**src/vca_pkg.sv**
```systemverilog
// Package for the colour adjust stage: register map, reset values,
// field positions and fixed-point constants.
// Assumes 32-bit APB data with one register per aligned word.
package vca_pkg;

  // ----------------------------------------------------------------
  // Register byte offsets
  // ----------------------------------------------------------------
  localparam logic [11:0] OFS_MISC_CTRL = 12'h02C;
  localparam logic [11:0] OFS_LUMA_GAIN_LOW = 12'h030;
  localparam logic [11:0] OFS_U_GAIN_LOW = 12'h034;
  localparam logic [11:0] OFS_V_GAIN_LOW = 12'h038;
  localparam logic [11:0] OFS_HUE_PHASE_OFFSET = 12'h03C;
  localparam logic [11:0] OFS_VIDEO_STD = 12'h048;
  localparam logic [11:0] OFS_STATUS = 12'h04C;

  // ----------------------------------------------------------------
  // Reset values
  // ----------------------------------------------------------------
  localparam logic [7:0] RST_MISC_CTRL = 8'h20;
  localparam logic [7:0] RST_LUMA_GAIN_LOW = 8'hD8;
  localparam logic [7:0] RST_U_GAIN_LOW = 8'hFE;
  localparam logic [7:0] RST_V_GAIN_LOW = 8'hB4;
  localparam logic [7:0] RST_HUE_PHASE_OFFSET = 8'h00;

  // ----------------------------------------------------------------
  // Field positions in the miscellaneous control register
  // ----------------------------------------------------------------
  localparam int MISC_LUMA_HIGH_POS = 2;
  localparam int MISC_U_HIGH_POS = 1;
  localparam int MISC_V_HIGH_POS = 0;

  // ----------------------------------------------------------------
  // Gain arithmetic: out = (s * code * recip + half) >> frac
  // recip = round(2^16 / unity code)
  // ----------------------------------------------------------------
  localparam int GAIN_FRAC_BITS = 16;
  localparam logic signed [31:0] GAIN_ROUND = 32'sh0000_8000;
  localparam logic [9:0] LUMA_RECIP = 10'h12F;
  localparam logic [9:0] U_RECIP = 10'h102;
  localparam logic [9:0] V_RECIP = 10'h16C;

  // Output sample ranges for clamping
  localparam logic signed [9:0] LUMA_MIN = 10'sh000;
  localparam logic signed [9:0] LUMA_MAX = 10'sh0FF;
  localparam logic signed [9:0] CHROMA_MIN = -10'sh080;
  localparam logic signed [9:0] CHROMA_MAX = 10'sh07F;

  // ----------------------------------------------------------------
  // Stream widths and buffer depth
  // ----------------------------------------------------------------
  localparam int PHASE_W = 10;
  localparam int PIX_W = 24 + PHASE_W;
  localparam int BUF_DEPTH = 2;

  // Decoding standard selected by software
  typedef enum logic [1:0] {
    VCA_STD_NTSC,
    VCA_STD_PAL,
    VCA_STD_SECAM,
    VCA_STD_DIGITAL
  } vca_std_t;

endpackage

```
**src/vca_stream_if.sv**
```systemverilog
// Valid/ready pixel stream between the stage's own modules.
// Assumes both ends sit on the same clock.
`timescale 1ns/1ps
interface vca_stream_if #(
  parameter int WIDTH = vca_pkg::PIX_W
);
  logic valid;
  logic ready;
  logic [WIDTH-1:0] data;

  modport src (
    output valid,
    output data,
    input ready
  );

  modport snk (
    input valid,
    input data,
    output ready
  );
endinterface
```
**src/vca_buffer.sv**
```systemverilog
// Small FIFO decoupling the gain datapath from the video receiver.
// Assumes one clock; a word is moved when valid and ready are both high.
`timescale 1ns/1ps
module vca_buffer #(
  parameter int WIDTH = vca_pkg::PIX_W,
  parameter int DEPTH = vca_pkg::BUF_DEPTH
) (
  input wire logic pclk,
  input wire logic presetn,
  vca_stream_if.snk wr,
  vca_stream_if.src rd,
  output logic [$clog2(DEPTH+1)-1:0] level
);
  localparam int AW = (DEPTH > 1) ? $clog2(DEPTH) : 1;

  logic [WIDTH-1:0] mem [DEPTH];
  logic [AW-1:0] wr_ptr_reg;
  logic [AW-1:0] rd_ptr_reg;
  logic [$clog2(DEPTH+1)-1:0] count_reg;
  wire do_wr;
  wire do_rd;

  // ----------------------------------------------------------------
  // Handshake
  // ----------------------------------------------------------------
  // Full stalls the writer so a receiver stall loses no word
  assign wr.ready = (count_reg != DEPTH[$clog2(DEPTH+1)-1:0]);
  assign rd.valid = (count_reg != '0);
  assign rd.data = mem[rd_ptr_reg];
  assign do_wr = wr.valid && wr.ready;
  assign do_rd = rd.valid && rd.ready;
  assign level = count_reg;

  // Pointer wrap shared by both pointers
  function automatic logic [AW-1:0] next_ptr(input logic [AW-1:0] p);
    next_ptr = (p == AW'(DEPTH - 1)) ? '0 : AW'(p + 1'b1);
  endfunction

  // Storage, no reset needed on data
  always_ff @(posedge pclk) begin
    if (do_wr) begin
      mem[wr_ptr_reg] <= wr.data;
    end
  end

  // Pointers and occupancy
  always_ff @(posedge pclk or negedge presetn) begin
    if (!presetn) begin
      wr_ptr_reg <= '0;
      rd_ptr_reg <= '0;
      count_reg <= '0;
    end else begin
      if (do_wr) wr_ptr_reg <= next_ptr(wr_ptr_reg);
      if (do_rd) rd_ptr_reg <= next_ptr(rd_ptr_reg);
      if (do_wr && !do_rd) count_reg <= count_reg + 1'b1;
      else if (do_rd && !do_wr) count_reg <= count_reg - 1'b1;
    end
  end
endmodule

```
**src/vca_color_adjust.sv**
```systemverilog
// Colour adjust stage: luma contrast gain, U/V saturation gains and
// hue offset on the chroma demodulation phase, with an APB register file.
// Assumes the pixel stream arrives on pclk from same-clock logic.
//
// Behaviour
// - Luma times 9-bit contrast, 0x0D8 unity
// - U gain is high bit joined low byte
// - U low byte resets 0xFE, unity 254
// - V gain is high bit joined low byte
// - V low byte resets 0xB4, unity 180
// - Signed hue code added to demodulation phase
// - Hue offset only for NTSC-type decoding
// - Hue register resets zero, fully read/write
// - Control bits 2,1,0 are gain high bits
// - Contrast low byte resets 0xD8, joins high
//
// The APB slave port is this design's own decision.
`timescale 1ns/1ps
module vca_color_adjust (
  input wire logic pclk,
  input wire logic presetn,
  // APB slave
  input wire logic psel,
  input wire logic penable,
  input wire logic pwrite,
  input wire logic [11:0] paddr,
  input wire logic [31:0] pwdata,
  input wire logic [3:0] pstrb,
  output logic [31:0] prdata,
  output logic pready,
  output logic pslverr,
  // Pixel input
  input wire logic pix_in_valid,
  output logic pix_in_ready,
  input wire logic [7:0] pix_in_luma,
  input wire logic [7:0] pix_in_u,
  input wire logic [7:0] pix_in_v,
  input wire logic [9:0] pix_in_phase,
  // Pixel output
  output logic pix_out_valid,
  input wire logic pix_out_ready,
  output logic [7:0] pix_out_luma,
  output logic [7:0] pix_out_u,
  output logic [7:0] pix_out_v,
  output logic [9:0] pix_out_phase
);

  // ----------------------------------------------------------------
  // Registers
  // ----------------------------------------------------------------
  logic [7:0] misc_ctrl_reg;
  logic [7:0] luma_gain_low_byte_reg;
  logic [7:0] u_gain_low_byte_reg;
  logic [7:0] v_gain_low_byte_reg;
  logic [7:0] hue_phase_offset_reg;
  vca_pkg::vca_std_t video_std_reg;
  logic [31:0] prdata_reg;
  logic [31:0] prdata_next;

  // ----------------------------------------------------------------
  // APB decode
  // ----------------------------------------------------------------
  wire setup_phase;
  wire access_phase;
  wire wr_access;
  wire wr_lane0;
  wire hit_misc;
  wire hit_luma;
  wire hit_u;
  wire hit_v;
  wire hit_hue;
  wire hit_std;
  wire hit_status;
  wire addr_mapped;

  // Full word compare: unmapped and misaligned both miss
  function automatic logic addr_hit(input logic [11:0] a, input logic [11:0] ofs);
    addr_hit = (a == ofs);
  endfunction

  // Shared by the read mux and the write strobes
  assign hit_misc = addr_hit(paddr, vca_pkg::OFS_MISC_CTRL);
  assign hit_luma = addr_hit(paddr, vca_pkg::OFS_LUMA_GAIN_LOW);
  assign hit_u = addr_hit(paddr, vca_pkg::OFS_U_GAIN_LOW);
  assign hit_v = addr_hit(paddr, vca_pkg::OFS_V_GAIN_LOW);
  assign hit_hue = addr_hit(paddr, vca_pkg::OFS_HUE_PHASE_OFFSET);
  assign hit_std = addr_hit(paddr, vca_pkg::OFS_VIDEO_STD);
  assign hit_status = addr_hit(paddr, vca_pkg::OFS_STATUS);
  assign addr_mapped = hit_misc | hit_luma | hit_u | hit_v | hit_hue | hit_std | hit_status;

  assign setup_phase = psel && !penable;
  assign access_phase = psel && penable;
  // Writes land only in the access phase; byte lane 0 carries every field
  assign wr_access = access_phase && pwrite && addr_mapped;
  assign wr_lane0 = wr_access && pstrb[0];

  // Zero wait states; unmapped address answers with an error
  assign pready = 1'b1;
  assign pslverr = access_phase && !addr_mapped;
  assign prdata = prdata_reg;

  // ----------------------------------------------------------------
  // Gain codes
  // ----------------------------------------------------------------
  wire [8:0] luma_gain_value;
  wire [8:0] u_gain_value;
  wire [8:0] v_gain_value;
  wire luma_gain_high_bit;
  wire u_gain_high_bit;
  wire v_gain_high_bit;

  // High bits live in the shared control register
  assign luma_gain_high_bit = misc_ctrl_reg[vca_pkg::MISC_LUMA_HIGH_POS];
  assign u_gain_high_bit = misc_ctrl_reg[vca_pkg::MISC_U_HIGH_POS];
  assign v_gain_high_bit = misc_ctrl_reg[vca_pkg::MISC_V_HIGH_POS];
  assign luma_gain_value = {luma_gain_high_bit, luma_gain_low_byte_reg};
  assign u_gain_value = {u_gain_high_bit, u_gain_low_byte_reg};
  assign v_gain_value = {v_gain_high_bit, v_gain_low_byte_reg};

  // ----------------------------------------------------------------
  // Status word
  // ----------------------------------------------------------------
  wire [1:0] buf_level;
  wire [31:0] status_word;
  wire hue_active;

  // Hue is bypassed unless the decoder runs an NTSC-type standard
  assign hue_active = (video_std_reg == vca_pkg::VCA_STD_NTSC);
  assign status_word = {24'h0000_00, 3'b000, hue_active, 1'b0,
                        pix_out_valid, buf_level};

  // ----------------------------------------------------------------
  // Read mux, sampled in the setup phase
  // ----------------------------------------------------------------
  // Data is ready in the access phase without a wait state
  always_comb begin
    prdata_next = 32'h0000_0000;
    if (hit_misc) prdata_next = {24'h0000_00, misc_ctrl_reg};
    if (hit_luma) prdata_next = {24'h0000_00, luma_gain_low_byte_reg};
    if (hit_u) prdata_next = {24'h0000_00, u_gain_low_byte_reg};
    if (hit_v) prdata_next = {24'h0000_00, v_gain_low_byte_reg};
    if (hit_hue) prdata_next = {24'h0000_00, hue_phase_offset_reg};
    if (hit_std) prdata_next = {30'h0000_0000, video_std_reg};
    if (hit_status) prdata_next = status_word;
  end

  always_ff @(posedge pclk or negedge presetn) begin
    if (!presetn) begin
      prdata_reg <= 32'h0000_0000;
    end else if (setup_phase && !pwrite) begin
      prdata_reg <= prdata_next;
    end
  end

  // ----------------------------------------------------------------
  // Register writes
  // ----------------------------------------------------------------
  // Whole byte stored: neighbours of the gain high bits stay intact
  // only if software writes back what it read
  wire wr_misc;
  wire wr_luma;
  wire wr_u;
  wire wr_v;
  wire wr_hue;
  wire wr_std;

  // One strobe per register; status takes no write
  assign wr_misc = wr_lane0 && hit_misc;
  assign wr_luma = wr_lane0 && hit_luma;
  assign wr_u = wr_lane0 && hit_u;
  assign wr_v = wr_lane0 && hit_v;
  assign wr_hue = wr_lane0 && hit_hue;
  assign wr_std = wr_lane0 && hit_std;

  // Shared control byte; only bits 2:0 feed the datapath
  always_ff @(posedge pclk or negedge presetn) begin
    if (!presetn) begin
      misc_ctrl_reg <= vca_pkg::RST_MISC_CTRL;
    end else if (wr_misc) begin
      misc_ctrl_reg <= pwdata[7:0];
    end
  end

  // Contrast low byte
  always_ff @(posedge pclk or negedge presetn) begin
    if (!presetn) begin
      luma_gain_low_byte_reg <= vca_pkg::RST_LUMA_GAIN_LOW;
    end else if (wr_luma) begin
      luma_gain_low_byte_reg <= pwdata[7:0];
    end
  end

  // U gain low byte
  always_ff @(posedge pclk or negedge presetn) begin
    if (!presetn) begin
      u_gain_low_byte_reg <= vca_pkg::RST_U_GAIN_LOW;
    end else if (wr_u) begin
      u_gain_low_byte_reg <= pwdata[7:0];
    end
  end

  // V gain low byte
  always_ff @(posedge pclk or negedge presetn) begin
    if (!presetn) begin
      v_gain_low_byte_reg <= vca_pkg::RST_V_GAIN_LOW;
    end else if (wr_v) begin
      v_gain_low_byte_reg <= pwdata[7:0];
    end
  end

  // Hue code; every value is a legal phase step, no clamp
  always_ff @(posedge pclk or negedge presetn) begin
    if (!presetn) begin
      hue_phase_offset_reg <= vca_pkg::RST_HUE_PHASE_OFFSET;
    end else if (wr_hue) begin
      hue_phase_offset_reg <= pwdata[7:0];
    end
  end

  // Decoding standard; decides whether the hue offset applies
  always_ff @(posedge pclk or negedge presetn) begin
    if (!presetn) begin
      video_std_reg <= vca_pkg::VCA_STD_NTSC;
    end else if (wr_std) begin
      video_std_reg <= vca_pkg::vca_std_t'(pwdata[1:0]);
    end
  end

  // ----------------------------------------------------------------
  // Gain arithmetic
  // ----------------------------------------------------------------
  // Scale by code/unity with rounding, then clamp to the sample range.
  // The reciprocal trades a divider for one extra multiplier.
  function automatic logic [7:0] apply_gain(
    input logic signed [9:0] sample,
    input logic [8:0] code,
    input logic [9:0] recip,
    input logic signed [9:0] lo,
    input logic signed [9:0] hi
  );
    logic signed [31:0] prod;
    logic signed [31:0] scaled;
    logic [7:0] res;
    prod = 32'sh0000_0000;
    scaled = 32'sh0000_0000;
    res = 8'h00;
    prod = sample * $signed({1'b0, code}) * $signed({1'b0, recip});
    scaled = (prod + vca_pkg::GAIN_ROUND) >>> vca_pkg::GAIN_FRAC_BITS;
    if (scaled > 32'(hi)) begin
      res = hi[7:0];
    end else if (scaled < 32'(lo)) begin
      res = lo[7:0];
    end else begin
      res = scaled[7:0];
    end
    apply_gain = res;
  endfunction

  wire [7:0] luma_scaled;
  wire [7:0] u_scaled;
  wire [7:0] v_scaled;
  wire [9:0] hue_offset_ext;
  wire [9:0] phase_adjusted;

  // Live register values: a write shows on the next pixel accepted
  assign luma_scaled = apply_gain($signed({2'b00, pix_in_luma}), luma_gain_value,
                                  vca_pkg::LUMA_RECIP, vca_pkg::LUMA_MIN,
                                  vca_pkg::LUMA_MAX);
  assign u_scaled = apply_gain($signed({{2{pix_in_u[7]}}, pix_in_u}), u_gain_value,
                               vca_pkg::U_RECIP, vca_pkg::CHROMA_MIN,
                               vca_pkg::CHROMA_MAX);
  assign v_scaled = apply_gain($signed({{2{pix_in_v[7]}}, pix_in_v}), v_gain_value,
                               vca_pkg::V_RECIP, vca_pkg::CHROMA_MIN,
                               vca_pkg::CHROMA_MAX);

  // ----------------------------------------------------------------
  // Hue offset
  // ----------------------------------------------------------------
  // One code step is one phase step of 360/1024 degrees; phase wraps
  assign hue_offset_ext = hue_active ?
                          {{2{hue_phase_offset_reg[7]}}, hue_phase_offset_reg} :
                          10'h000;
  assign phase_adjusted = 10'(pix_in_phase + hue_offset_ext);

  // ----------------------------------------------------------------
  // Output buffer
  // ----------------------------------------------------------------
  vca_stream_if #(.WIDTH(vca_pkg::PIX_W)) proc_s ();
  vca_stream_if #(.WIDTH(vca_pkg::PIX_W)) out_s ();

  assign proc_s.valid = pix_in_valid;
  assign proc_s.data = {luma_scaled, u_scaled, v_scaled, phase_adjusted};
  // Back-pressure from the receiver reaches the source here
  assign pix_in_ready = proc_s.ready;
  assign out_s.ready = pix_out_ready;

  vca_buffer #(
    .WIDTH(vca_pkg::PIX_W),
    .DEPTH(vca_pkg::BUF_DEPTH)
  ) u_out_buffer (
    .pclk(pclk),
    .presetn(presetn),
    .wr(proc_s),
    .rd(out_s),
    .level(buf_level)
  );

  // Data outputs come from the buffer storage flops
  assign pix_out_valid = out_s.valid;
  assign pix_out_luma = out_s.data[33:26];
  assign pix_out_u = out_s.data[25:18];
  assign pix_out_v = out_s.data[17:10];
  assign pix_out_phase = out_s.data[9:0];

endmodule

```
**config.mk**
```make
export PLATFORM = sky130hd
export DESIGN_NAME = vca_color_adjust
export DESIGN_NICKNAME = d
export VERILOG_FILES = /design/src/vca_pkg.sv /design/src/vca_stream_if.sv /design/src/vca_buffer.sv /design/src/vca_color_adjust.sv
export SDC_FILE = /design/constraint.sdc
export NUM_CORES = 1
export LEC_CHECK = 0
export BUFFER_PORTS_ARGS = -buffer_cell sky130_fd_sc_hd__buf_2
export CAP_MARGIN = 5
export CORE_MARGIN = 5
export CORE_UTILIZATION = 60
export CTS_CLUSTER_SIZE = 10
export DETAILED_ROUTE_END_ITERATION = 8
export MAX_ROUTING_LAYER = met4
export PLACE_DENSITY = 0.81
export SYNTH_ARGS = -nofsm -noshare
export SYNTH_HDL_FRONTEND = slang
export SYNTH_HIERARCHICAL = 1
export SYNTH_SLANG_ARGS = --single-unit
export TNS_END_PERCENT = 100
```
**constraint.sdc**
```tcl
create_clock -name pclk -period 10.4 [get_ports pclk]
set_clock_uncertainty 0.1 [all_clocks]
set_input_delay 1.56 -clock pclk [delete_from_list [all_inputs] [get_ports pclk]]
set_output_delay 1.56 -clock pclk [all_outputs]
set_load 0.01 [all_outputs]
```
# ---- After elaboration in Yosys (flattened, before gate mapping)
# Memory sizes are Yosys's and may differ from the RTL's.
# Index checks and enable logic that the tools add are counted.
dict set report word_totals {
  ram_bits 68
  word_cells 90
  regBits 78
  memories 1
  out_inout_bits 70
  in_bits 89
}
dict set report op_classes {
  bitwise_logic 6
  addsub 8
  eq_ne 8
  multipliers 6
  n_reduce_logical 25
  magnitude_cmp 6
  n_mux 20
}
# name words width read_ports rd_ports_with_merged_regs write_ports line
set mem_list {}
lappend mem_list {u_out_buffer.mem 2 34 1 0 1 vca_buffer.sv:16} ;# logic [WIDTH-1:0] mem [DEPTH];
# operator count
set ops {}
lappend ops {{two-way mux 32 bit} 6}
lappend ops {{== test 12 x 6 -> 1 bit, second input constant} 5}
lappend ops {{adder 28 x 17 -> 29 bit, second input constant} 2}
lappend ops {{two-way mux 8 bit} 7}
lappend ops {{multiplier 8 x 10 -> 18 bit} 2}
lappend ops {{adder 26 x 16 -> 27 bit, second input constant} 1}
lappend ops {{multiplier 18 x 9 -> 27 bit, second input constant} 1}
lappend ops {{> comparator 13 x 8 -> 1 bit, second input constant} 2}
lappend ops {{less-than comparator 13 x 8 -> 1 bit, second input constant} 2}
lappend ops {{multiplier 17 x 9 -> 26 bit, second input constant} 1}
lappend ops {{multiplier 18 x 8 -> 26 bit, second input constant} 1}
lappend ops {{== test 12 x 7 -> 1 bit, second input constant} 2}
lappend ops {{logical AND 1 bit} 17}
lappend ops {{multiplier 8 x 9 -> 17 bit} 1}
lappend ops {{> comparator 11 x 8 -> 1 bit, second input constant} 1}
lappend ops {{less-than comparator 11 x 1 -> 1 bit, second input constant} 1}
lappend ops {{adder 10 bit} 1}
lappend ops {{two-way mux 10 bit} 1}
lappend ops {{OR 1 bit} 6}
lappend ops {{zero test 1 bit} 5}
lappend ops {{two-way mux 1 bit} 4}
lappend ops {{two-way mux 2 bit} 2}
lappend ops {{nonzero test 2 bit} 2}
lappend ops {{adder 1 bit, second input constant} 2}
lappend ops {{4 further kinds} 4}

# ---- Longest topological paths before layout
dict set report logic_depth {
  ltp_word 10
  depth_mapped 40
  mapped_depth_nobuf 38
}

# ---- Hierarchy
# The synthesis kept the hierarchy.
# mod seq_area_each_um2 cells_per_inst area_per_inst_um2 n_inst
set by_module_without_submodules {}
lappend by_module_without_submodules {vca_color_adjust 1271.2 1948 17546.8 1}
lappend by_module_without_submodules {vca_buffer 2142.1 124 2798.9 1}

# ---- Least setup slack after synthesis
# Ideal clock, no wire load.
dict set report synth_timing {
  path_type {input -> register}
  startpoint {input port pix_in_luma[4]}
  endpoint {memory u_out_buffer/mem[0][26] (netlist bit), data pin}
  n_path_buf 1
  required_time_ps 10008
  arrival_time_ps 10399
  slack_ps -391
  path_stages 35
  setup_ps 292
  cell_sequence {clkbuf_1 and2_1 fa_1 inv_1 fa_1 inv_1 fa_1 inv_1 fa_1 inv_1 ha_1 a21oi_1 o21bai_1 a21oi_1 o21bai_1 a2111oi_0 o21ai_0 and3_1 ha_1 fa_1 inv_1 fa_1 fa_1 inv_1 ha_1 ha_1 a21o_1 a21o_1 a21o_1 a21oi_1 nor2b_1 a311oi_1 o21bai_1 a2111oi_2 nand2_1}
}
dict set report synth_via {
  elab_chain_cells 6
  elab_cells_between_ends 7
  cone_classes {add/sub: 1; mul: 2; order compare: 2; mux: 2}
}
# element line
set synth_lines {}
lappend synth_lines {{start, declared} vca_color_adjust.sv:35} ;# input wire logic [7:0] pix_in_luma,
lappend synth_lines {{multiplier 8 x 9 -> 17 bit *} vca_color_adjust.sv:247} ;# prod = sample * $signed({1'b0, code}) * $signed({1'b0, recip});
lappend synth_lines {{multiplier 17 x 9 -> 26 bit *} vca_color_adjust.sv:247}
lappend synth_lines {{adder 26 x 16 -> 27 bit *} vca_color_adjust.sv:248} ;# scaled = (prod + vca_pkg::GAIN_ROUND) >>> vca_pkg::GAIN_FRAC_BITS;
lappend synth_lines {{less-than comparator 11 x 1 -> 1 bit} vca_color_adjust.sv:251} ;# end else if (scaled < 32'(lo)) begin
lappend synth_lines {{two-way mux 8 bit} vca_color_adjust.sv:251}
lappend synth_lines {{two-way mux 8 bit *} vca_color_adjust.sv:249} ;# if (scaled > 32'(hi)) begin
lappend synth_lines {{via luma_scaled[0]} vca_color_adjust.sv:259} ;# wire [7:0] luma_scaled;
lappend synth_lines {{end, declared} vca_buffer.sv:16}
# The timed path passes the listed nets; every way through them passes the cells marked *.

# ---- Final worst setup path
dict set report layout_timing {
  startpoint {input port pix_in_luma[2]}
  endpoint {memory u_out_buffer/mem[1][33] (netlist bit), data pin}
}
# The elaborated chain is that of the path after synthesis.

==> run_results.csv <==
group,metric,value,unit
routing,avgViaCountPerCell,5.617,
sta,maxSlewHeadroom,22.94,%
final_layout,area.sequential,0.003415,mm^2
clock_network,cts_buffer_depth,2,
grt,antenna_found_initial,1,
die,design.die.area,0.03769,mm^2
clock_network,clkSlewWorstSetupHoldPaths,0.06,ns
pwr,power_density,124.9,mW/mm^2
final_layout,fill_cells,2518,
routing,antenna_violating_nets_post_route,0,
synthesis,synth.area.top_cells,"sky130_fd_sc_hd__fa_1 22%, sky130_fd_sc_hd__ha_1 20%, sky130_fd_sc_hd__edfxtp_1 10%",
place,port-buffer-count,106,
worst_setup_path,worst-setup-path-type,"in -> reg",
die,die_height,194.1,um
synthesis,netlist_instances,2072,
final_layout,syn2layout_area_growth,10.39,%
clock_network,clock_latency,0.42,ns
final_layout,largest_register_ff_count,68,
routing,remaining_drc_errors,0,
worst_hold_path,holdCritPathClass,"reg -> reg",
grt,gr-usage-met2,44.97,%
clock_network,cts-htree-levels,4,
sta,min_period_over_period,96.63,%
clock_network,clock-sinks,122,
grt,globalRoute.totalOverflow,0,
synthesis,post_synthesis_average_cell_area,9.819,um^2
place,gpl.final_weighted_congestion,0.9198,
grt,global_route.usage.total,24.97,%
worst_setup_path,critPathLaunchType,"primary input",
worst_setup_path,crit_top_cell,"sky130_fd_sc_hd__fa_1",
synthesis,yosys_register_bits,122,
grt,grt_first_pass_wirelength,76550,um
grt,grt-busiest-layer,"met2",
worst_setup_path,crit_required,10.46,ns
final_layout,final_design_area_no_fill,0.02246,mm^2
grt,met3_usage,4.153,%
worst_setup_path,worstPathArrival,10.11,ns
clock_network,total_clock_buffers_created_by_cts,17,
sta,final_number_of_setup_violating_endpoints,0,
worst_setup_path,worst_setup_path_end_kind,"flop",
sta,holdWs,0.3746,ns
synthesis,synth.largest_area_cell,"sky130_fd_sc_hd__fa_1",
place,post-place-ws,-0.3480,ns
die,ios,159,
die,effective_utilization_at_floorplan,60.68,%
synthesis,ys.flop_type,"sky130_fd_sc_hd__edfxtp_1",
grt,first_global_vias,16320,
synthesis,synth_commonest_cells,"393 x sky130_fd_sc_hd__inv_1, 324 x sky130_fd_sc_hd__ha_1, 228 x sky130_fd_sc_hd__fa_1",
sta,worst_slew_pin_slew,1.156,ns
final_layout,max_flop_register,"u_out_buffer/mem",
sta,final-max-slew-violation-count,0,
die,die-width,194.1,um
synthesis,synth.cell_area,0.02035,mm^2
pwr,ir_drop,0.1312,mV
clock_network,cts_tree,"done",
die,placementRows,67,
place,dpl-instance-area,0.02167,mm^2
worst_setup_path,worst-path-max-fanout,8,
final_layout,multiInputGateArea,0.01524,mm^2
routing,drtIter0Drc,848,
final_layout,final_layout_size_suffix_gt1_share,16.82,%
synthesis,most_common_cell_in_the_synthesized_netlist,"sky130_fd_sc_hd__inv_1",
run,max_cap_violations,0,
sta,final.setup.worst_slack,0.3509,ns
grt,globalRouteMet1Util,28.67,%
worst_setup_path,cp_slowest_stage_delay,0.55,ns
routing,routed_wirelength,45690,um
place,dp_hpwl,37320,um
synthesis,synth-edff-count,68,
final_layout,instances_no_fill,2678,
worst_setup_path,critical_path.slowest_cell,"sky130_fd_sc_hd__fa_1",
sta,report.final.hold_viol_count,0,
routing,detail_route.wl_per_cell,17.06,um
die,core_area,0.03353,mm^2
grt,grt_max_degree,55,
pwr,p_leak,11.96,nW
final_layout,finalNetCount,2857,
synthesis,asyncSetResetFlopFracSynth,44.26,%
place,instance_count_after_placement_with_tap_cells_included,2643,
sta,fin_crit,10.05,ns
routing,firstDrtPassIters,5,
synthesis,synth_warnings,6,
sta,timing.fmax,99.51,MHz
routing,dr_total_vias,15040,
synthesis,synth-seq-area-share,16.78,%
clock_network,cts_hold_buffers,0,
outcome,run_status,"completed",
synthesis,netlist-cell-type-count,94,
synthesis,post-synth-top-area-fraction,22.43,%
clock_network,cts_root_buf,"sky130_fd_sc_hd__clkbuf_16",
-- cells in the final DEF, fill, tap and decap left out, types with 23 or more instances in the layout --
cell                       count
sky130_fd_sc_hd__mux2_4       29
sky130_fd_sc_hd__nand2b_1     28
sky130_fd_sc_hd__and2_1      133
sky130_fd_sc_hd__dfrtp_1      37
sky130_fd_sc_hd__fa_1        227
sky130_fd_sc_hd__conb_1       25
sky130_fd_sc_hd__buf_2       105
sky130_fd_sc_hd__nand2_1     139
sky130_fd_sc_hd__xor2_1       37
sky130_fd_sc_hd__o21ai_0      37
sky130_fd_sc_hd__buf_4        75
sky130_fd_sc_hd__a21oi_1      62
sky130_fd_sc_hd__nor2_1       51
sky130_fd_sc_hd__a21o_1       23
sky130_fd_sc_hd__ha_1        324
sky130_fd_sc_hd__inv_1       393
sky130_fd_sc_hd__mux2_2       58
sky130_fd_sc_hd__xnor2_1      53
sky130_fd_sc_hd__edfxtp_1     68
-- metrics by stage --
stage	utilization, %	total power, mW	TNS, ns
4_1_cts	66.51	2.782	0
3_3_place_gp	64.64	2.094	-1.735
3_5_place_dp	64.64	2.140	-8.917
5_1_grt	66.98	3.009	-0.003090
2_1_floorplan	-	1.694	0
6_report	66.98	2.806	0
-- worst paths after layout --
check | slack [ns] | cells after the start | to | startpoint
setup / recovery | 0.35 | 38 | u_out_buffer/mem[1][33]$_DFFE_PP_ | pix_in_luma[2]
hold / removal | 0.37 | 2 | prdata[5]$_DFFE_PN0P_ | prdata[5]$_DFFE_PN0P_
setup reg to reg | 1.09 | 36 | u_out_buffer/mem[1][33]$_DFFE_PP_ | luma_gain_low_byte_reg[0]$_DFFE_PN0P_
hold reg to reg | 0.37 | 2 | prdata[5]$_DFFE_PN0P_ | prdata[5]$_DFFE_PN0P_
max in group asynchronous | 8.54 | 2 | u_out_buffer/rd_ptr_reg$_DFFE_PN0P_ | presetn
min in group asynchronous | 1.16 | 2 | prdata[3]$_DFFE_PN0P_ | presetn
-- kinds of logic after synthesis --
logic type      share of synthesized area [%]
simple gates                            12.13
mux                                     5.713
compound gates                          9.280
flops                                   16.78
buf+inv                                 9.575
fa+ha+maj                               42.36
xor+xnor                                4.126
other cells                           0.03691
-- final cells by class --
class / count / share of cell area, %
multi-input cells: 1498 / 67.87
well taps: 448 / 2.496
repair buffers: 183 / 5.019
flip-flops and latches: 122 / 15.20
clock inverters: 15 / 0.9025
inverters: 394 / 6.601
diodes: 1 / 0.01114
clock buffers: 17 / 1.894
-- report_power, final --
part | internal, mW | total (mW) | switching, mW
clock | 0.388 | 0.632 | 0.244
combinational | 0.692 | 1.48 | 0.790
sequential | 0.629 | 0.692 | 0.0632
total | 1.71 | 2.81 | 1.10
-- routing by layer --
| metal | up-vias | wire length, um |
|---|---|---|
| met5 | - | 0 |
| met4 | 0 | 1350 |
| met3 | 123 | 2315 |
| met2 | 391 | 24060 |
| met1 | 7460 | 17960 |
| li1 | 7068 | - |
-- worst max-delay path: cells and delay by family --
kind,cells,cell delay [ns]
xor gates and xnor gates,1,0.21
adders and majority gates,11,4.46
buffers and inverters,7,0.66
and+or+nand+nor,3,0.32
AOI/OAI and AO/OA,16,2.88
-- timing repair --
item	CTS	global route
resized for setup	0	31
endpoints found under the setup margin	0	32
setup buffers	0	2
(Power assumes the default switching activity.)
